**config.mk**
```make
export PLATFORM = sky130hd
export DESIGN_NAME = diag_encoder
export DESIGN_NICKNAME = d
export VERILOG_FILES = /design/src/diag_pkg.sv /design/src/alarm_tracker.sv /design/src/diag_encoder.sv
export VERILOG_INCLUDE_DIRS = /design/src
export SDC_FILE = /design/constraint.sdc
export NUM_CORES = 1
export LEC_CHECK = 0
export BUFFER_PORTS_ARGS = -buffer_cell sky130_fd_sc_hd__buf_4
export CAP_MARGIN = 20
export CORE_AREA = 2 2 184 186
export DETAILED_ROUTE_END_ITERATION = 6
export DIE_AREA = 0 0 186 188
export GPL_TIMING_DRIVEN = 0
export PLACE_DENSITY = 0.63
export SLEW_MARGIN = 20
export SYNTH_ARGS = -nofsm -noshare
export SYNTH_HDL_FRONTEND = slang
export SYNTH_SLANG_ARGS = --single-unit
```
**constraint.sdc**
```tcl
create_clock -name clock -period 4.4 [get_ports clock]
set_input_delay 0.66 -clock clock [delete_from_list [all_inputs] [get_ports clock]]
set_output_delay 0.66 -clock clock [all_outputs]
set_load 0.02 [all_outputs]
```
**src/diag_defines.svh**
```systemverilog
// offsets, bit positions, reset values and codes of the diagnosis encoder
// assumes byte addresses on a 32-bit apb bus, one register per word
`ifndef DIAG_DEFINES_SVH
`define DIAG_DEFINES_SVH

// register byte offsets
`define OFF_CTRL_WORD 8'h00
`define OFF_IO_WORD 8'h04
`define OFF_GW_WORD 8'h08
`define OFF_EXT_WORD0 8'h0C
`define OFF_EXT_WORD1 8'h10
`define OFF_EXT_WORD2 8'h14
`define OFF_CONFIG 8'h18
`define OFF_MSG_HEAD 8'h1C
`define OFF_MSG_DATA 8'h20

// main controller word
`define CW_CRIT 1
`define CW_SUPPLY_A 2
`define CW_CONFIG 4
`define CW_SUPPLY_B 5
`define CW_LINK_TWO 7

// additional controller words
`define EX_CRIT 1
`define EX_SUPPLY 2
`define EX_CONFIG 4
`define EX_SUPPLY_ONE 5
`define EX_FAST_OFF 6
`define EX_SUPPLY_TWO 7
`define EX_STATE_LO 8

// i/o module word
`define IO_INTERNAL 1
`define IO_EXTERNAL 2
`define IO_HISTORY 3
`define IO_CONFIG 4
`define IO_OUT_SUPPLY 5
`define IO_DUAL_LO 8
`define IO_STATE_IN 14
`define IO_STATE_OUT 15
`define IO_TEST_LO 16
`define IO_SHORT_LO 24

// gateway word
`define GW_INTERNAL 1
`define GW_CONFIG 4
`define GW_STATE_IN 5
`define GW_STATE_OUT 6

// alarm octet and position octet
`define ALARM_INCOMING 3'h1
`define ALARM_OUTGOING 3'h2
`define POS_CONTROLLER 8'h00
`define POS_GATEWAY_ONE 8'h0D
`define IO_POS_RESET 4'h1

`endif

```
**src/diag_pkg.sv**
```systemverilog
// types shared by the diagnosis encoder, its checker and its bench
// assumes diag_defines.svh for all figures
package diag_pkg;

   // main controller conditions
   typedef struct packed {
      logic critical_error;
      logic supply_bad;
      logic config_bad;
      logic link_two_error;
   } ctrl_diag_t;

   // one additional controller module
   typedef struct packed {
      logic critical_error;
      logic supply_bad;
      logic config_bad;
      logic supply_input_one_bad;
      logic supply_input_two_bad;
      logic [7:0] fast_off_errors;
      logic [87:0] module_state;
   } ext_diag_t;

   // safe i/o module conditions
   typedef struct packed {
      logic internal_fail;
      logic monitor_fail;
      logic self_test_fail;
      logic poor_process_data;
      logic external_fail;
      logic history_stored;
      logic config_bad;
      logic out_supply_bad;
      logic [3:0] dual_channel_error;
      logic state_in;
      logic state_out;
      logic [7:0] test_signal_error;
      logic [3:0] short_after_high;
      logic [3:0] short_after_low;
   } io_diag_t;

   // fieldbus gateway conditions
   typedef struct packed {
      logic internal_fail;
      logic config_bad;
      logic state_in;
      logic state_out;
   } gw_diag_t;

   // source whose word is watched for alarms
   typedef enum logic [2:0] {
      SRC_CTRL,
      SRC_EXT1,
      SRC_EXT2,
      SRC_EXT3,
      SRC_IO,
      SRC_GW
   } source_t;

endpackage : diag_pkg

```
**src/alarm_tracker.sv**
```systemverilog
// turns changes of a watched diagnosis word between zero and nonzero into alarm octet updates
// assumes one clock; restart pulses on every write of the configuration register, even one whose source is refused
`timescale 1ns/100ps
`include "diag_defines.svh"
module alarm_tracker (
   // clock and reset
   input wire logic clock,
   input wire logic reset,
   // watched word
   input wire logic [31:0] watch_word,
   input wire logic restart,
   // message fields
   output logic [7:0] alarm_octet,
   output logic [31:0] event_word,
   output logic event_pulse
);
   logic present;
   logic present_q;
   logic present_d;
   logic changed;
   logic [2:0] code_q;
   logic [2:0] code_d;
   logic [4:0] seq_q;
   logic [4:0] seq_d;
   logic [31:0] word_q;
   logic [31:0] word_d;
   logic pulse_q;

   assign present = |watch_word;
   assign changed = !restart && (present != present_q);
   // a fresh source starts from "no error" so standing errors are reported
   assign present_d = restart ? 1'b0 : present;
   assign code_d = present ? `ALARM_INCOMING : `ALARM_OUTGOING;
   assign seq_d = seq_q + 5'h01;
   assign word_d = watch_word;

   always_ff @(posedge clock or posedge reset) begin
      if (reset) begin
         present_q <= 1'b0;
         code_q <= `ALARM_OUTGOING;
         seq_q <= 5'h00;
         word_q <= 32'h0000_0000;
         pulse_q <= 1'b0;
      end else begin
         present_q <= present_d;
         pulse_q <= changed;
         if (changed) begin
            code_q <= code_d;
            seq_q <= seq_d;
            word_q <= word_d;
         end
      end
   end

   assign alarm_octet = {seq_q, code_q};
   assign event_word = word_q;
   assign event_pulse = pulse_q;
endmodule : alarm_tracker

```
**src/diag_encoder.sv**
```systemverilog
// apb slave that assembles the per-module diagnosis words and a message
// assumes condition inputs synchronous to clock; zero wait state slave
//
// Design decisions made here: the register offsets and the APB interface to the registers.
`timescale 1ns/100ps
`include "diag_defines.svh"
module diag_encoder #(
   parameter int ADDR_W = 8
) (
   // clock and reset
   input wire logic clock,
   input wire logic reset,
   // apb slave
   input wire logic psel,
   input wire logic penable,
   input wire logic pwrite,
   input wire logic [ADDR_W-1:0] paddr,
   input wire logic [31:0] pwdata,
   output logic [31:0] prdata,
   output logic pready,
   output logic pslverr,
   // module conditions
   input wire diag_pkg::ctrl_diag_t ctrl_diag,
   input wire diag_pkg::ext_diag_t ext1_diag,
   input wire diag_pkg::ext_diag_t ext2_diag,
   input wire diag_pkg::ext_diag_t ext3_diag,
   input wire diag_pkg::io_diag_t io_diag,
   input wire diag_pkg::gw_diag_t gw_diag,
   // message out
   output logic [7:0] msg_alarm_octet,
   output logic [7:0] msg_position,
   output logic [31:0] msg_data,
   output logic msg_pending
);

   // main controller word; untouched bits stay zero
   function automatic logic [31:0] ctrl_word(input diag_pkg::ctrl_diag_t c);
      logic [31:0] w;
      w = 32'h0000_0000;
      w[`CW_CRIT] = c.critical_error;
      w[`CW_SUPPLY_A] = c.supply_bad;
      w[`CW_SUPPLY_B] = c.supply_bad;
      w[`CW_CONFIG] = c.config_bad;
      w[`CW_LINK_TWO] = c.link_two_error;
      return w;
   endfunction : ctrl_word

   // one function for all three extra controllers
   function automatic logic [95:0] ext_word(input diag_pkg::ext_diag_t e);
      logic [95:0] w;
      w = 96'h0;
      w[`EX_CRIT] = e.critical_error;
      w[`EX_SUPPLY] = e.supply_bad;
      w[`EX_CONFIG] = e.config_bad;
      w[`EX_SUPPLY_ONE] = e.supply_input_one_bad;
      w[`EX_FAST_OFF] = |e.fast_off_errors;
      w[`EX_SUPPLY_TWO] = e.supply_input_two_bad;
      w[95:`EX_STATE_LO] = e.module_state;
      return w;
   endfunction : ext_word

   function automatic logic [31:0] io_word(input diag_pkg::io_diag_t d);
      logic [31:0] w;
      w = 32'h0000_0000;
      w[`IO_INTERNAL] = d.internal_fail | d.monitor_fail | d.self_test_fail
         | d.poor_process_data;
      w[`IO_EXTERNAL] = d.external_fail;
      w[`IO_HISTORY] = d.history_stored;
      w[`IO_CONFIG] = d.config_bad;
      w[`IO_OUT_SUPPLY] = d.out_supply_bad;
      w[`IO_DUAL_LO+3:`IO_DUAL_LO] = d.dual_channel_error;
      w[`IO_STATE_IN] = d.state_in;
      w[`IO_STATE_OUT] = d.state_out;
      w[`IO_TEST_LO+7:`IO_TEST_LO] = d.test_signal_error;
      for (int k = 0; k < 4; k++) begin
         w[`IO_SHORT_LO+2*k] = d.short_after_high[k];
         w[`IO_SHORT_LO+2*k+1] = d.short_after_low[k];
      end
      return w;
   endfunction : io_word

   function automatic logic [31:0] gw_word(input diag_pkg::gw_diag_t g);
      logic [31:0] w;
      w = 32'h0000_0000;
      w[`GW_INTERNAL] = g.internal_fail;
      w[`GW_CONFIG] = g.config_bad;
      w[`GW_STATE_IN] = g.state_in;
      w[`GW_STATE_OUT] = g.state_out;
      return w;
   endfunction : gw_word

   // assembled words
   wire logic [31:0] ctrl_w = ctrl_word(ctrl_diag);
   wire logic [95:0] ext1_w = ext_word(ext1_diag);
   wire logic [95:0] ext2_w = ext_word(ext2_diag);
   wire logic [95:0] ext3_w = ext_word(ext3_diag);
   wire logic [31:0] io_w = io_word(io_diag);
   wire logic [31:0] gw_w = gw_word(gw_diag);

   // configuration: source [2:0], ext view [5:4], i/o pos [11:8], second gw [12]
   diag_pkg::source_t source_q;
   diag_pkg::source_t source_d;
   logic [1:0] ext_view_q;
   logic [1:0] ext_view_d;
   logic [3:0] io_pos_q;
   logic [3:0] io_pos_d;
   logic gw_second_q;
   logic gw_second_d;
   logic pending_q;
   logic pending_d;
   logic [31:0] prdata_q;
   logic [31:0] prdata_d;

   // apb decode
   wire logic [7:0] byte_addr = 8'(paddr);
   wire logic setup = psel && !penable;
   wire logic access = psel && penable;
   wire logic hit_ctrl = (byte_addr == `OFF_CTRL_WORD);
   wire logic hit_io = (byte_addr == `OFF_IO_WORD);
   wire logic hit_gw = (byte_addr == `OFF_GW_WORD);
   wire logic hit_ext0 = (byte_addr == `OFF_EXT_WORD0);
   wire logic hit_ext1 = (byte_addr == `OFF_EXT_WORD1);
   wire logic hit_ext2 = (byte_addr == `OFF_EXT_WORD2);
   wire logic hit_cfg = (byte_addr == `OFF_CONFIG);
   wire logic hit_head = (byte_addr == `OFF_MSG_HEAD);
   wire logic hit_data = (byte_addr == `OFF_MSG_DATA);
   wire logic hit_any = hit_ctrl | hit_io | hit_gw | hit_ext0 | hit_ext1 | hit_ext2
      | hit_cfg | hit_head | hit_data;
   // writes to read-only words are accepted and dropped, not errors
   wire logic wr_cfg = access && pwrite && hit_cfg;
   wire logic wr_head = access && pwrite && hit_head;
   wire logic src_ok = (pwdata[2:0] <= 3'(diag_pkg::SRC_GW));

   // extra controller view for the three wide registers
   wire logic [95:0] ext_view_w = (ext_view_q == 2'h1) ? ext2_w :
      (ext_view_q == 2'h2) ? ext3_w : ext1_w;

   // watched word and its position octet
   wire logic [31:0] watch_w = (source_q == diag_pkg::SRC_EXT1) ? ext1_w[31:0] :
      (source_q == diag_pkg::SRC_EXT2) ? ext2_w[31:0] :
      (source_q == diag_pkg::SRC_EXT3) ? ext3_w[31:0] :
      (source_q == diag_pkg::SRC_IO) ? io_w :
      (source_q == diag_pkg::SRC_GW) ? gw_w : ctrl_w;
   wire logic [7:0] gw_pos = `POS_GATEWAY_ONE + {7'h00, gw_second_q};
   wire logic [7:0] pos_w = (source_q == diag_pkg::SRC_IO) ? {4'h0, io_pos_q} :
      (source_q == diag_pkg::SRC_GW) ? gw_pos : `POS_CONTROLLER;

   wire logic [7:0] alarm_w;
   wire logic [31:0] event_w;
   wire logic event_w_pulse;

   alarm_tracker u_tracker (
      .clock(clock),
      .reset(reset),
      .watch_word(watch_w),
      .restart(wr_cfg),
      .alarm_octet(alarm_w),
      .event_word(event_w),
      .event_pulse(event_w_pulse)
   );

   // next-state terms
   assign source_d = (wr_cfg && src_ok) ? diag_pkg::source_t'(pwdata[2:0]) : source_q;
   assign ext_view_d = (wr_cfg && pwdata[5:4] != 2'h3) ? pwdata[5:4] : ext_view_q;
   assign io_pos_d = wr_cfg ? pwdata[11:8] : io_pos_q;
   assign gw_second_d = wr_cfg ? pwdata[12] : gw_second_q;
   // a new event wins over a clear in the same cycle
   assign pending_d = event_w_pulse ? 1'b1 : ((wr_head && pwdata[31]) ? 1'b0 : pending_q);

   // read mux, captured in the setup cycle for a registered answer
   wire logic [31:0] cfg_r = {19'h0, gw_second_q, io_pos_q, 2'h0, ext_view_q, 1'b0,
      3'(source_q)};
   wire logic [31:0] head_r = {pending_q, 15'h0, pos_w, alarm_w};
   assign prdata_d = hit_ctrl ? ctrl_w :
      hit_io ? io_w :
      hit_gw ? gw_w :
      hit_ext0 ? ext_view_w[31:0] :
      hit_ext1 ? ext_view_w[63:32] :
      hit_ext2 ? ext_view_w[95:64] :
      hit_cfg ? cfg_r :
      hit_head ? head_r :
      hit_data ? event_w : 32'h0000_0000;

   always_ff @(posedge clock or posedge reset) begin
      if (reset) begin
         source_q <= diag_pkg::SRC_CTRL;
         ext_view_q <= 2'h0;
         io_pos_q <= `IO_POS_RESET;
         gw_second_q <= 1'b0;
         pending_q <= 1'b0;
         prdata_q <= 32'h0000_0000;
      end else begin
         source_q <= source_d;
         ext_view_q <= ext_view_d;
         io_pos_q <= io_pos_d;
         gw_second_q <= gw_second_d;
         pending_q <= pending_d;
         if (setup && !pwrite) begin
            prdata_q <= prdata_d;
         end
      end
   end

   // apb answer
   assign prdata = prdata_q;
   assign pready = 1'b1;
   assign pslverr = access && !hit_any;

   // message fields
   assign msg_alarm_octet = alarm_w;
   assign msg_position = pos_w;
   assign msg_data = event_w;
   assign msg_pending = pending_q;

endmodule : diag_encoder

```
==> results of run 1 <==
repair_timing:
item | 4_1_cts | 5_1_grt
setup buffers | 0 | 0
endpoints found under the setup margin | 0 | 30
gates resized for setup | 0 | 2
endpoints found under the hold margin | 0 | 0
hold buffers | 0 | 0
placed cells by master, fill, tap and decap left out, drive strengths merged, types with 3 or more instances in the layout:
master / instances
a211oi: 53
a21o: 7
a21oi: 115
a221o: 7
a221oi: 23
a222oi: 21
a22o: 7
a22oi: 28
a2bb2oi: 4
a31oi: 7
a32o: 3
buf: 479
clkbuf: 79
conb: 7
dfrtp: 81
diode: 7
inv: 40
mux2: 36
mux2i: 102
nand2: 92
nand2b: 13
nand3: 8
nor2: 50
nor2b: 54
nor3: 16
nor3b: 4
nor4: 10
nor4b: 5
nor4bb: 5
o211ai: 3
o21ai: 93
o221ai: 19
o22a: 3
o22ai: 25
o31ai: 3
or3: 4
or4: 10
or4b: 4
where the power goes:
part,switching (mW),total (mW),internal (mW)
Sequential,0.0135,0.791,0.778
Combinational,0.349,0.705,0.356
Clock,0.371,0.890,0.519
Total,0.733,2.39,1.65
final cells by class:
cell class,count,share of cell area [%]
Multi-Input combinational cell,866,46.22
Inverter,39,1.152
Sequential cell,83,16.09
Tap cell,448,4.337
Clock buffer,11,1.878
Buffer,106,3.766
Timing Repair Buffer,441,25.75
Antenna cell,7,0.1355
Clock inverter,5,0.6680
worst max path at each step:
| stage | endpoint | slack, ns | depth (start not counted) |
|---|---|---|---|
| 6_report | u_tracker.event_word[7] | 0.07 | 11 |
| 5_1_grt | u_tracker.event_word[1] | 0.02 | 12 |
| 4_1_cts | u_tracker.event_word[7] | 0.05 | 11 |
| 3_5_place_dp | u_tracker.event_word[4] | 0.10 | 11 |
| 3_3_place_gp | prdata[13] | -0.55 | 8 |
| 2_1_floorplan | u_tracker.event_word[10] | 1.08 | 9 |
layer usage:
metal / global-route usage, % / part of all wire [%] / vias up
met5: 0 / 0 / -
met4: 11.21 / 3.0 / 0
met3: 7.186 / 11 / 94
met2: 53.32 / 47 / 817
met1: 40.83 / 39 / 5626
li1: - / - / 5073
registers in the layout (all words and copies together), names as in the netlist:
signal                 flops
u_tracker.event_pulse      1
msg_pending                1
ext_view_q                 2
u_tracker.seq_q            5
gw_second_q                1
u_tracker.present_q        1
u_tracker.code_q           2
io_pos_q                   4
source_q                   3
prdata                    32
u_tracker.event_word      31
logic make-up after synthesis:
group | synth area share (%)
buffers and inverters | 7.309
adders and majority gates | 0.1450
and+or+nand+nor | 17.66
AOI/OAI and AO/OA | 32.76
muxes | 17.53
other | 0.08704
xor gates and xnor gates | 0.4061
DFF | 24.10
per-stage QoR:
| step | utilization [%] | setup TNS [ns] | hold slack, ns | power, mW |
|---|---|---|---|---|
| 2_1_floorplan | - | 0 | 0.4044 | 1.059 |
| 3_3_place_gp | 37.74 | -3.331 | 0.4052 | 1.484 |
| 3_5_place_dp | 37.94 | 0 | 0.4181 | 1.494 |
| 4_1_cts | 38.93 | 0 | 0.3316 | 2.368 |
| 5_1_grt | 39.02 | 0 | 0.3537 | 2.452 |
| 6_report | 39.03 | 0 | 0.3202 | 2.385 |
==> impl_metrics.tcl, run 1 <==
set metrics [dict create \
    fin_ws_ns 0.07408 \
    finalSetupViolations 0 \
    tritoncts "built" \
    synth_flop_cell "dfrtp_1" \
    fill_cells 3497 \
    grt_max_degree 54 \
    crit_chain "buf_4 -> nor2b_1 -> clkbuf_1 -> a22oi_1 -> o22ai_1 -> a211oi_1 -> nor4b_2 -> a31oi_1 -> nor3_4 -> buf_6 -> mux2_4" \
    synth_seq_cells 83 \
    synth_edf_count 0 \
    core_area_um2 33110 \
    max_stage_delay_ns 0.53 \
    timing.rr.end "u_tracker.event_word[7]" \
    critPathBufInv 3 \
    arrival_ns 4.57 \
    netlist_area_um2 8628 \
    cp-start-kind "flop" \
    rsz0062_at_grt "false" \
    leakage_nw 5.609 \
    dpl-instance-area_um2 12560 \
    die_h_um 188 \
    wl_per_cell_um 29.08 \
    tightest_slew_ns 1.192 \
    path_class "reg -> reg" \
    cp_max_fo 10 \
    r2r_cells 11 \
    multi_input_area_um2 5973 \
    slew_headroom_pct 20.24 \
    die-area_um2 34970 \
    grt_pass1_vias 11549 \
    finalCriticalPeriod_ns 4.326 \
    num_vias 11610 \
    grt-ovfl-total 0 \
    clkSinkCount 83 \
    regArea_um2 2079 \
    status "complete, no violations" \
    powerDensity_nw_per_um2 184.6 \
    post-place-ws_ns 0.1016 \
    maxCapViolations 0 \
    grt_first_pass_wirelength_um 80390 \
    final_area_um2 12920 \
    synthCells 1089 \
    fp-row-count 67 \
    fin_cells 2006 \
    reg2reg_slack_ns 0.07 \
    rr_startpoint "source_q[1]" \
    synth_warnings 0 \
    die_w_um 186 \
    vias_per_cell 5.788 \
    drt_iter0_markers 1305 \
    min_period_over_period_pct 98.32 \
    critical-path-top-delay-family "compound AO/OA/AOI/OAI gates" \
    dp_cells 1983 \
    clock_path_buffers 2 \
    finalNetCount 1933 \
    ioPinCount 469 \
    yosysMostFrequentCell "a21oi_1" \
    globalplace.congestion 0.9984 \
    synth-seq-area-share_pct 24.10 \
    crit_start "source_q[1]" \
    root_buffer "clkbuf_16" \
    start_util_pct 26.06 \
    worstSetupEndpointType "flop" \
    clock_skew_ns 0.005764 \
    antenna_found_initial 8 \
    slew_viol_final 0 \
    htree_levels 3 \
    netlist.area_leader.share_pct 23.49 \
    area_growth_syn_to_layout_pct 49.78 \
    cp_slowest_cell "nor4b_2" \
    io_buffers 438 \
    synth_top_cell_by_area "dfrtp_1" \
    ys_top_cells_by_area "dfrtp_1, mux2i_1, a21oi_1" \
    hpwlAfterDp_um 47330 \
    hold_viol 0 \
    clkTransAtPathRegs_ns 0.07 \
    ir_worst_vdd_mv 0.1634 \
    fmax_mhz 231.2 \
    drcViolationCount 0 \
    hold_class "in -> async" \
    numCtsBuffers 9 \
    required_ns 4.64 \
    async_reset_ff_share_pct 100.0 \
    dr.pass1.iters 6 \
    drive_above_1_share_pct 34.49 \
    clock_latency_ns 0.36 \
    ys_types 69 \
    synth_commonest_cells "a21oi_1, mux2i_1, nand2_1" \
    drt-total-wl_um 58330 \
    grt_use_total_pct 32.16 \
    ant_nets 0 \
    avgSynthCellArea_um2 7.923 \
]
(Power assumes the default switching activity.)
==> run 2: changes to the inputs <==
--- a/config.mk
+++ b/config.mk
@@ -9,9 +9,11 @@
 export BUFFER_PORTS_ARGS = -buffer_cell sky130_fd_sc_hd__buf_4
 export CAP_MARGIN = 20
-export CORE_AREA = 2 2 184 186
+export CELL_PAD_IN_SITES_DETAIL_PLACEMENT = 1
+export CELL_PAD_IN_SITES_GLOBAL_PLACEMENT = 2
+export CORE_MARGIN = 1.5
+export CORE_UTILIZATION = 24
 export DETAILED_ROUTE_END_ITERATION = 6
-export DIE_AREA = 0 0 186 188
 export GPL_TIMING_DRIVEN = 0
-export PLACE_DENSITY = 0.63
+export PLACE_DENSITY = 0.93
 export SLEW_MARGIN = 20
 export SYNTH_ARGS = -nofsm -noshare
==> constraint.sdc (replaced) <==
create_clock -name clock -period 4.4 [get_ports clock]
set_input_delay 0.88 -clock clock [delete_from_list [all_inputs] [get_ports clock]]
set_output_delay 0.88 -clock clock [all_outputs]
set_load 0.02 [all_outputs]
==> run 2 against run 1 <==
Against the previous run:
- sequential power hardly changed
- sequential share of layout area hardly changed
- via count is 1.2% higher
- first-iteration DRC count is 22% lower
- sequential cell count stayed put
- design area is 0.22% lower
- non-clock buffer count is 1 higher
- critical path depth is 1 lower
- total power is 2.3% lower
- clock-buffer cell count is 1 higher
- wire length is 6.4% higher
- core utilization is 2.7 points lower
- critical path type unchanged
==> impl_metrics.tcl, run 2 (synthesis results as in run 1) <==
set metrics [dict create \
    status "complete, no violations" \
    fp-row-count 69 \
    wl_per_cell_um 30.75 \
    maxCapViolations 0 \
    vias_per_cell 5.820 \
    die-area_um2 37100 \
    drt-total-wl_um 62050 \
    grt_first_pass_wirelength_um 84730 \
    tritoncts "built" \
    finalCriticalPeriod_ns 4.275 \
    die_h_um 192.6 \
    hpwlAfterDp_um 50840 \
    fin_tns_setup_ns 0 \
    slew_headroom_pct 19.23 \
    fmax_mhz 233.9 \
    dr.pass1.iters 6 \
    clock_path_buffers 2 \
    dpl-instance-area_um2 12580 \
    hold_class "reg -> reg" \
    htree_levels 3 \
    reg2reg_slack_ns 0.12 \
    die_w_um 192.6 \
    post_cts_resized 0 \
    grt_pass1_vias 11995 \
    layout_common_cells "buf_4, a21oi_1, mux2i_1, nand2_1, o21ai_0" \
    finalNetCount 1934 \
    area_growth_syn_to_layout_pct 49.45 \
    cp_slowest_cell "nor4_1" \
    min_to "msg_pending" \
    whs_path_depth 1 \
    rsz0062_at_grt "false" \
    min_period_over_period_pct 97.17 \
    cp-start-kind "flop" \
    ioPinCount 469 \
    ir_worst_vdd_mv 0.1113 \
    post-place-ws_ns -0.08739 \
    finalSetupViolations 0 \
    drt_iter0_markers 1021 \
    clkTransAtPathRegs_ns 0.07 \
    core_area_um2 35480 \
    drcViolationCount 0 \
    max_stage_delay_ns 0.67 \
    crit_chain "buf_2 -> buf_4 -> buf_2 -> buf_1 -> o22ai_1 -> nor4_1 -> a31oi_1 -> nor3_4 -> buf_6 -> mux2_4" \
    r2r_cells 10 \
    rr_startpoint "source_q[0]" \
    grt_use_total_pct 32.42 \
    p_total_mw 2.332 \
    cp_max_fo 10 \
    arrival_ns 4.53 \
    root_buffer "clkbuf_16" \
    holdWs_ns 0.4414 \
    final_area_um2 12890 \
    timing.rr.end "u_tracker.seq_q[1]" \
    post_cts_buffers 0 \
    final_util_pct 36.34 \
    leakage_nw 5.597 \
    clock_skew_ns 0.01489 \
    hold_viol 0 \
    clkSinkCount 83 \
    ant_nets 0 \
    globalplace.congestion 0.9611 \
    tightest_slew_ns 1.211 \
    start_util_pct 24.32 \
    required_ns 4.65 \
    powerDensity_nw_per_um2 180.8 \
    clock_latency_ns 0.38 \
    dp_cells 1997 \
    antenna_found_initial 3 \
    fin_ws_ns 0.1246 \
    critPathBufInv 5 \
    crit_start "source_q[0]" \
    path_class "reg -> reg" \
    drive_above_1_share_pct 34.34 \
    worstSetupEndpointType "flop" \
    grt-ovfl-total 0 \
    critical-path-top-delay-family "buffers and inverters" \
    largest_reg_flops 32 \
    numCtsBuffers 9 \
    min_from "u_tracker.event_pulse" \
    path_common_cell "buf_2" \
    cts_hold_buf 0 \
    io_buffers 438 \
    num_vias 11744 \
    fin_cells 2018 \
    grt_max_degree 45 \
    slew_viol_final 0 \
    final_common_cell "buf_4" \
]
==> run 2: area by class of cell <==
type	instances	area (µm²)
multi-input combinational	866	5959
clock inverter	4	51.30
buffer	106	486.7
clock buffer	12	246.5
fill	4394	22590
tap	461	576.8
sequential	83	2079
antenna	5	12.51
timing repair buffer	442	3331
inverter	39	151.4
==> run 2: power by group <==
part / switching [mW] / internal, mW / total, mW / leakage [nW]
Sequential: 0.0160 / 0.778 / 0.794 / 1.06
Clock: 0.361 / 0.457 / 0.817 / 0.143
Combinational: 0.364 / 0.356 / 0.720 / 4.40
==> run 2: worst max path at each step <==
stage / endpoint / slack (ns) / depth (start not counted)
final: u_tracker.seq_q[1] / 0.12 / 10
after global routing: u_tracker.event_word[7] / 0.05 / 10
after CTS: u_tracker.seq_q[1] / 0.08 / 11
after detailed placement: u_tracker.seq_q[1] / -0.09 / 10
after global placement: prdata[13] / -0.38 / 8
after floorplan: u_tracker.event_word[10] / 0.86 / 9
==> run 2: routing by layer <==
metal | vias to the layer above | GRT usage, % | wire, µm | share of wire [%]
met5 | - | 0 | 0 | 0
met4 | 0 | 14.91 | 2722 | 4.4
met3 | 132 | 6.638 | 5862 | 9.4
met2 | 737 | 53.07 | 28660 | 46
met1 | 5803 | 40.70 | 24800 | 40
li1 | 5072 | - | - | -
==> run 3: changes to the inputs <==
CAP_MARGIN = 40   (was 20)
CORE_UTILIZATION = 25   (was 24)
CTS_BUF_LIST = sky130_fd_sc_hd__clkbuf_4 sky130_fd_sc_hd__clkbuf_8   (was unset)
PLACE_DENSITY = 0.95   (was 0.93)
==> run 3 against run 2 <==
Against the previous run:
- first-iteration DRC count is 6.1% higher
- sequential share of layout area is 0.15 points lower
- design area is 0.93% higher
- final cell count is 0.30% higher
- critical path type unchanged
- critical endpoint is now u_tracker.event_word[30]
==> impl_metrics.tcl, run 3 (synthesis results as in run 1) <==
set metrics [dict create \
    status "complete, no violations" \
    reg2reg_slack_ns 0.07 \
    maxCapViolations 0 \
    drt-total-wl_um 60030 \
    hold_viol 0 \
    core_area_um2 33780 \
    combPwrFrac_pct 32.3 \
    rsz0062_at_grt "false" \
    grt_use_total_pct 32.60 \
    slew_headroom_pct 37.31 \
    area_growth_syn_to_layout_pct 50.84 \
    drt_iter0_markers 1083 \
    grt-ovfl-total 0 \
    switching_share_pct 32.96 \
    grt_max_degree 44 \
    drive_above_1_share_pct 35.22 \
    num_vias 11785 \
    switchingPower_mw 0.7273 \
    p_seq_share_pct 35.9 \
    tightest_slew_ns 0.9403 \
    fmax_mhz 230.9 \
    start_util_pct 25.54 \
    finalCriticalPeriod_ns 4.330 \
    grt_pass1_vias 12243 \
    final_util_pct 38.52 \
    dpl-instance-area_um2 12710 \
    cp_max_fo 10 \
    timing.rr.end "u_tracker.event_word[30]" \
    fp-row-count 67 \
    tritoncts "built" \
    leakage_nw 5.677 \
    worstSetupEndpointType "flop" \
    min_period_over_period_pct 98.42 \
    ioPinCount 469 \
    post_cts_buffers 0 \
    root_buffer "clkbuf_8" \
    drcViolationCount 0 \
    cts_hold_buf 0 \
    powerDensity_nw_per_um2 169.5 \
    required_ns 4.68 \
    clock_latency_ns 0.40 \
    die_w_um 188.8 \
    ir_worst_vdd_mv 0.1217 \
    hold_class "reg -> reg" \
    numCtsBuffers 9 \
    final_common_cell "buf_4" \
    clock_path_buffers 2 \
    path_class "reg -> reg" \
    globalplace.congestion 0.9605 \
    cp-start-kind "flop" \
    vias_per_cell 5.823 \
    arrival_ns 4.61 \
    die-area_um2 35640 \
    p_total_mw 2.207 \
    io_buffers 438 \
    min_to "msg_pending" \
    antenna_found_initial 5 \
    largest_reg_flops 32 \
    dp_cells 1998 \
    clock_skew_ns 0.02090 \
    rr_startpoint "source_q[1]" \
    min_from "u_tracker.event_pulse" \
    internal-power_mw 1.479 \
    layout_common_cells "buf_4, a21oi_1, mux2i_1, nand2_1, o21ai_0" \
    hpwlAfterDp_um 49930 \
    clkTransAtPathRegs_ns 0.11 \
    htree_levels 3 \
    dr.pass1.iters 6 \
    fin_cells 2024 \
    finalSetupViolations 0 \
    slew_viol_final 0 \
    wl_per_cell_um 29.66 \
    finalNetCount 1952 \
    r2r_cells 12 \
    die_h_um 188.8 \
    ant_nets 0 \
    final_area_um2 13020 \
    clockPowerShare_pct 31.7 \
    clkSinkCount 83 \
    grt_first_pass_wirelength_um 84150 \
    whs_path_depth 1 \
]
==> run 3: changes by cell type in the layout (fill, tap and decap cells not counted), sizes merged, moves of 2 or more <==
cell	previous run	this run
clkbuf	81	78
inv	39	42
buf	479	497
clkinv	2	0
==> run 3: how the worst max path moves through the flow <==
stage | cells past startpoint | slack (ns) | start | endpoint
final | 12 | 0.07 | source_q[1] | u_tracker.event_word[30]
after global routing | 12 | 0.06 | source_q[1] | u_tracker.event_word[30]
after CTS | 11 | 0.04 | source_q[0] | u_tracker.event_word[14]
after detailed placement | 10 | -0.03 | io_diag[28] | u_tracker.event_word[5]
after global placement | 8 | -0.34 | paddr[2] | prdata[13]
after floorplan | 9 | 0.86 | io_diag[28] | u_tracker.event_word[10]
==> run 3: power groups by stage <==
stage	clock (mW)	combinational (mW)	sequential [mW]
detailed placement	0	0.699	0.807
floorplan	0	0.240	0.819
finish	0.700	0.714	0.793
CTS	0.690	0.702	0.792
global route	0.716	0.752	0.794
global placement	0	0.679	0.807
==> run 3: final cells by class <==
class	instances	area, µm²
Fill cell	4174	20770
Multi-Input combinational cell	866	5966
Timing Repair Buffer	460	3522
Sequential cell	83	2079
Tap cell	448	560.5
Buffer	106	491.7
Inverter	39	148.9
Clock buffer	10	137.6
Clock inverter	6	93.84
Antenna cell	6	15.01
==> run 3: repair_timing <==
| action | CTS | global route |
|---|---|---|
| endpoints found under the hold margin | 0 | 0 |
| gates resized for setup | 0 | 3 |
| setup endpoints to repair | 0 | 27 |
==> run 3: critical path: stages, from the launching register on <==
cell	delay (ns)
dfrtp_1	0.38
buf_4	0.19
buf_6	0.19
buf_4	0.24
buf_2	0.36
mux2i_1	0.33
o22ai_1	0.19
a211oi_1	0.46
nor4b_2	0.56
a31oi_1	0.25
nor3_4	0.44
buf_6	0.28
mux2_4	0.31
==> run 3: metal layers <==
layer | up-vias | GRT usage [%] | wire length, µm | share of wire [%]
met5 | - | 0 | 0 | 0
met3 | 128 | 7.338 | 5604 | 9.3
met4 | 0 | 13.37 | 2517 | 4.2
li1 | 5110 | - | - | -
met1 | 5801 | 40.78 | 24130 | 40
met2 | 746 | 53.95 | 27770 | 46
==> run 3: per-stage QoR <==
stage	hold WS [ns]	setup WS [ns]	setup TNS, ns
6_report	0.4476	0.06966	0
5_1_grt	0.4471	0.06192	0
4_1_cts	0.4487	0.03906	0
3_5_place_dp	0.4245	-0.02923	-0.2937
3_3_place_gp	0.4074	-0.3382	-0.8824
2_1_floorplan	0.4044	0.8570	0
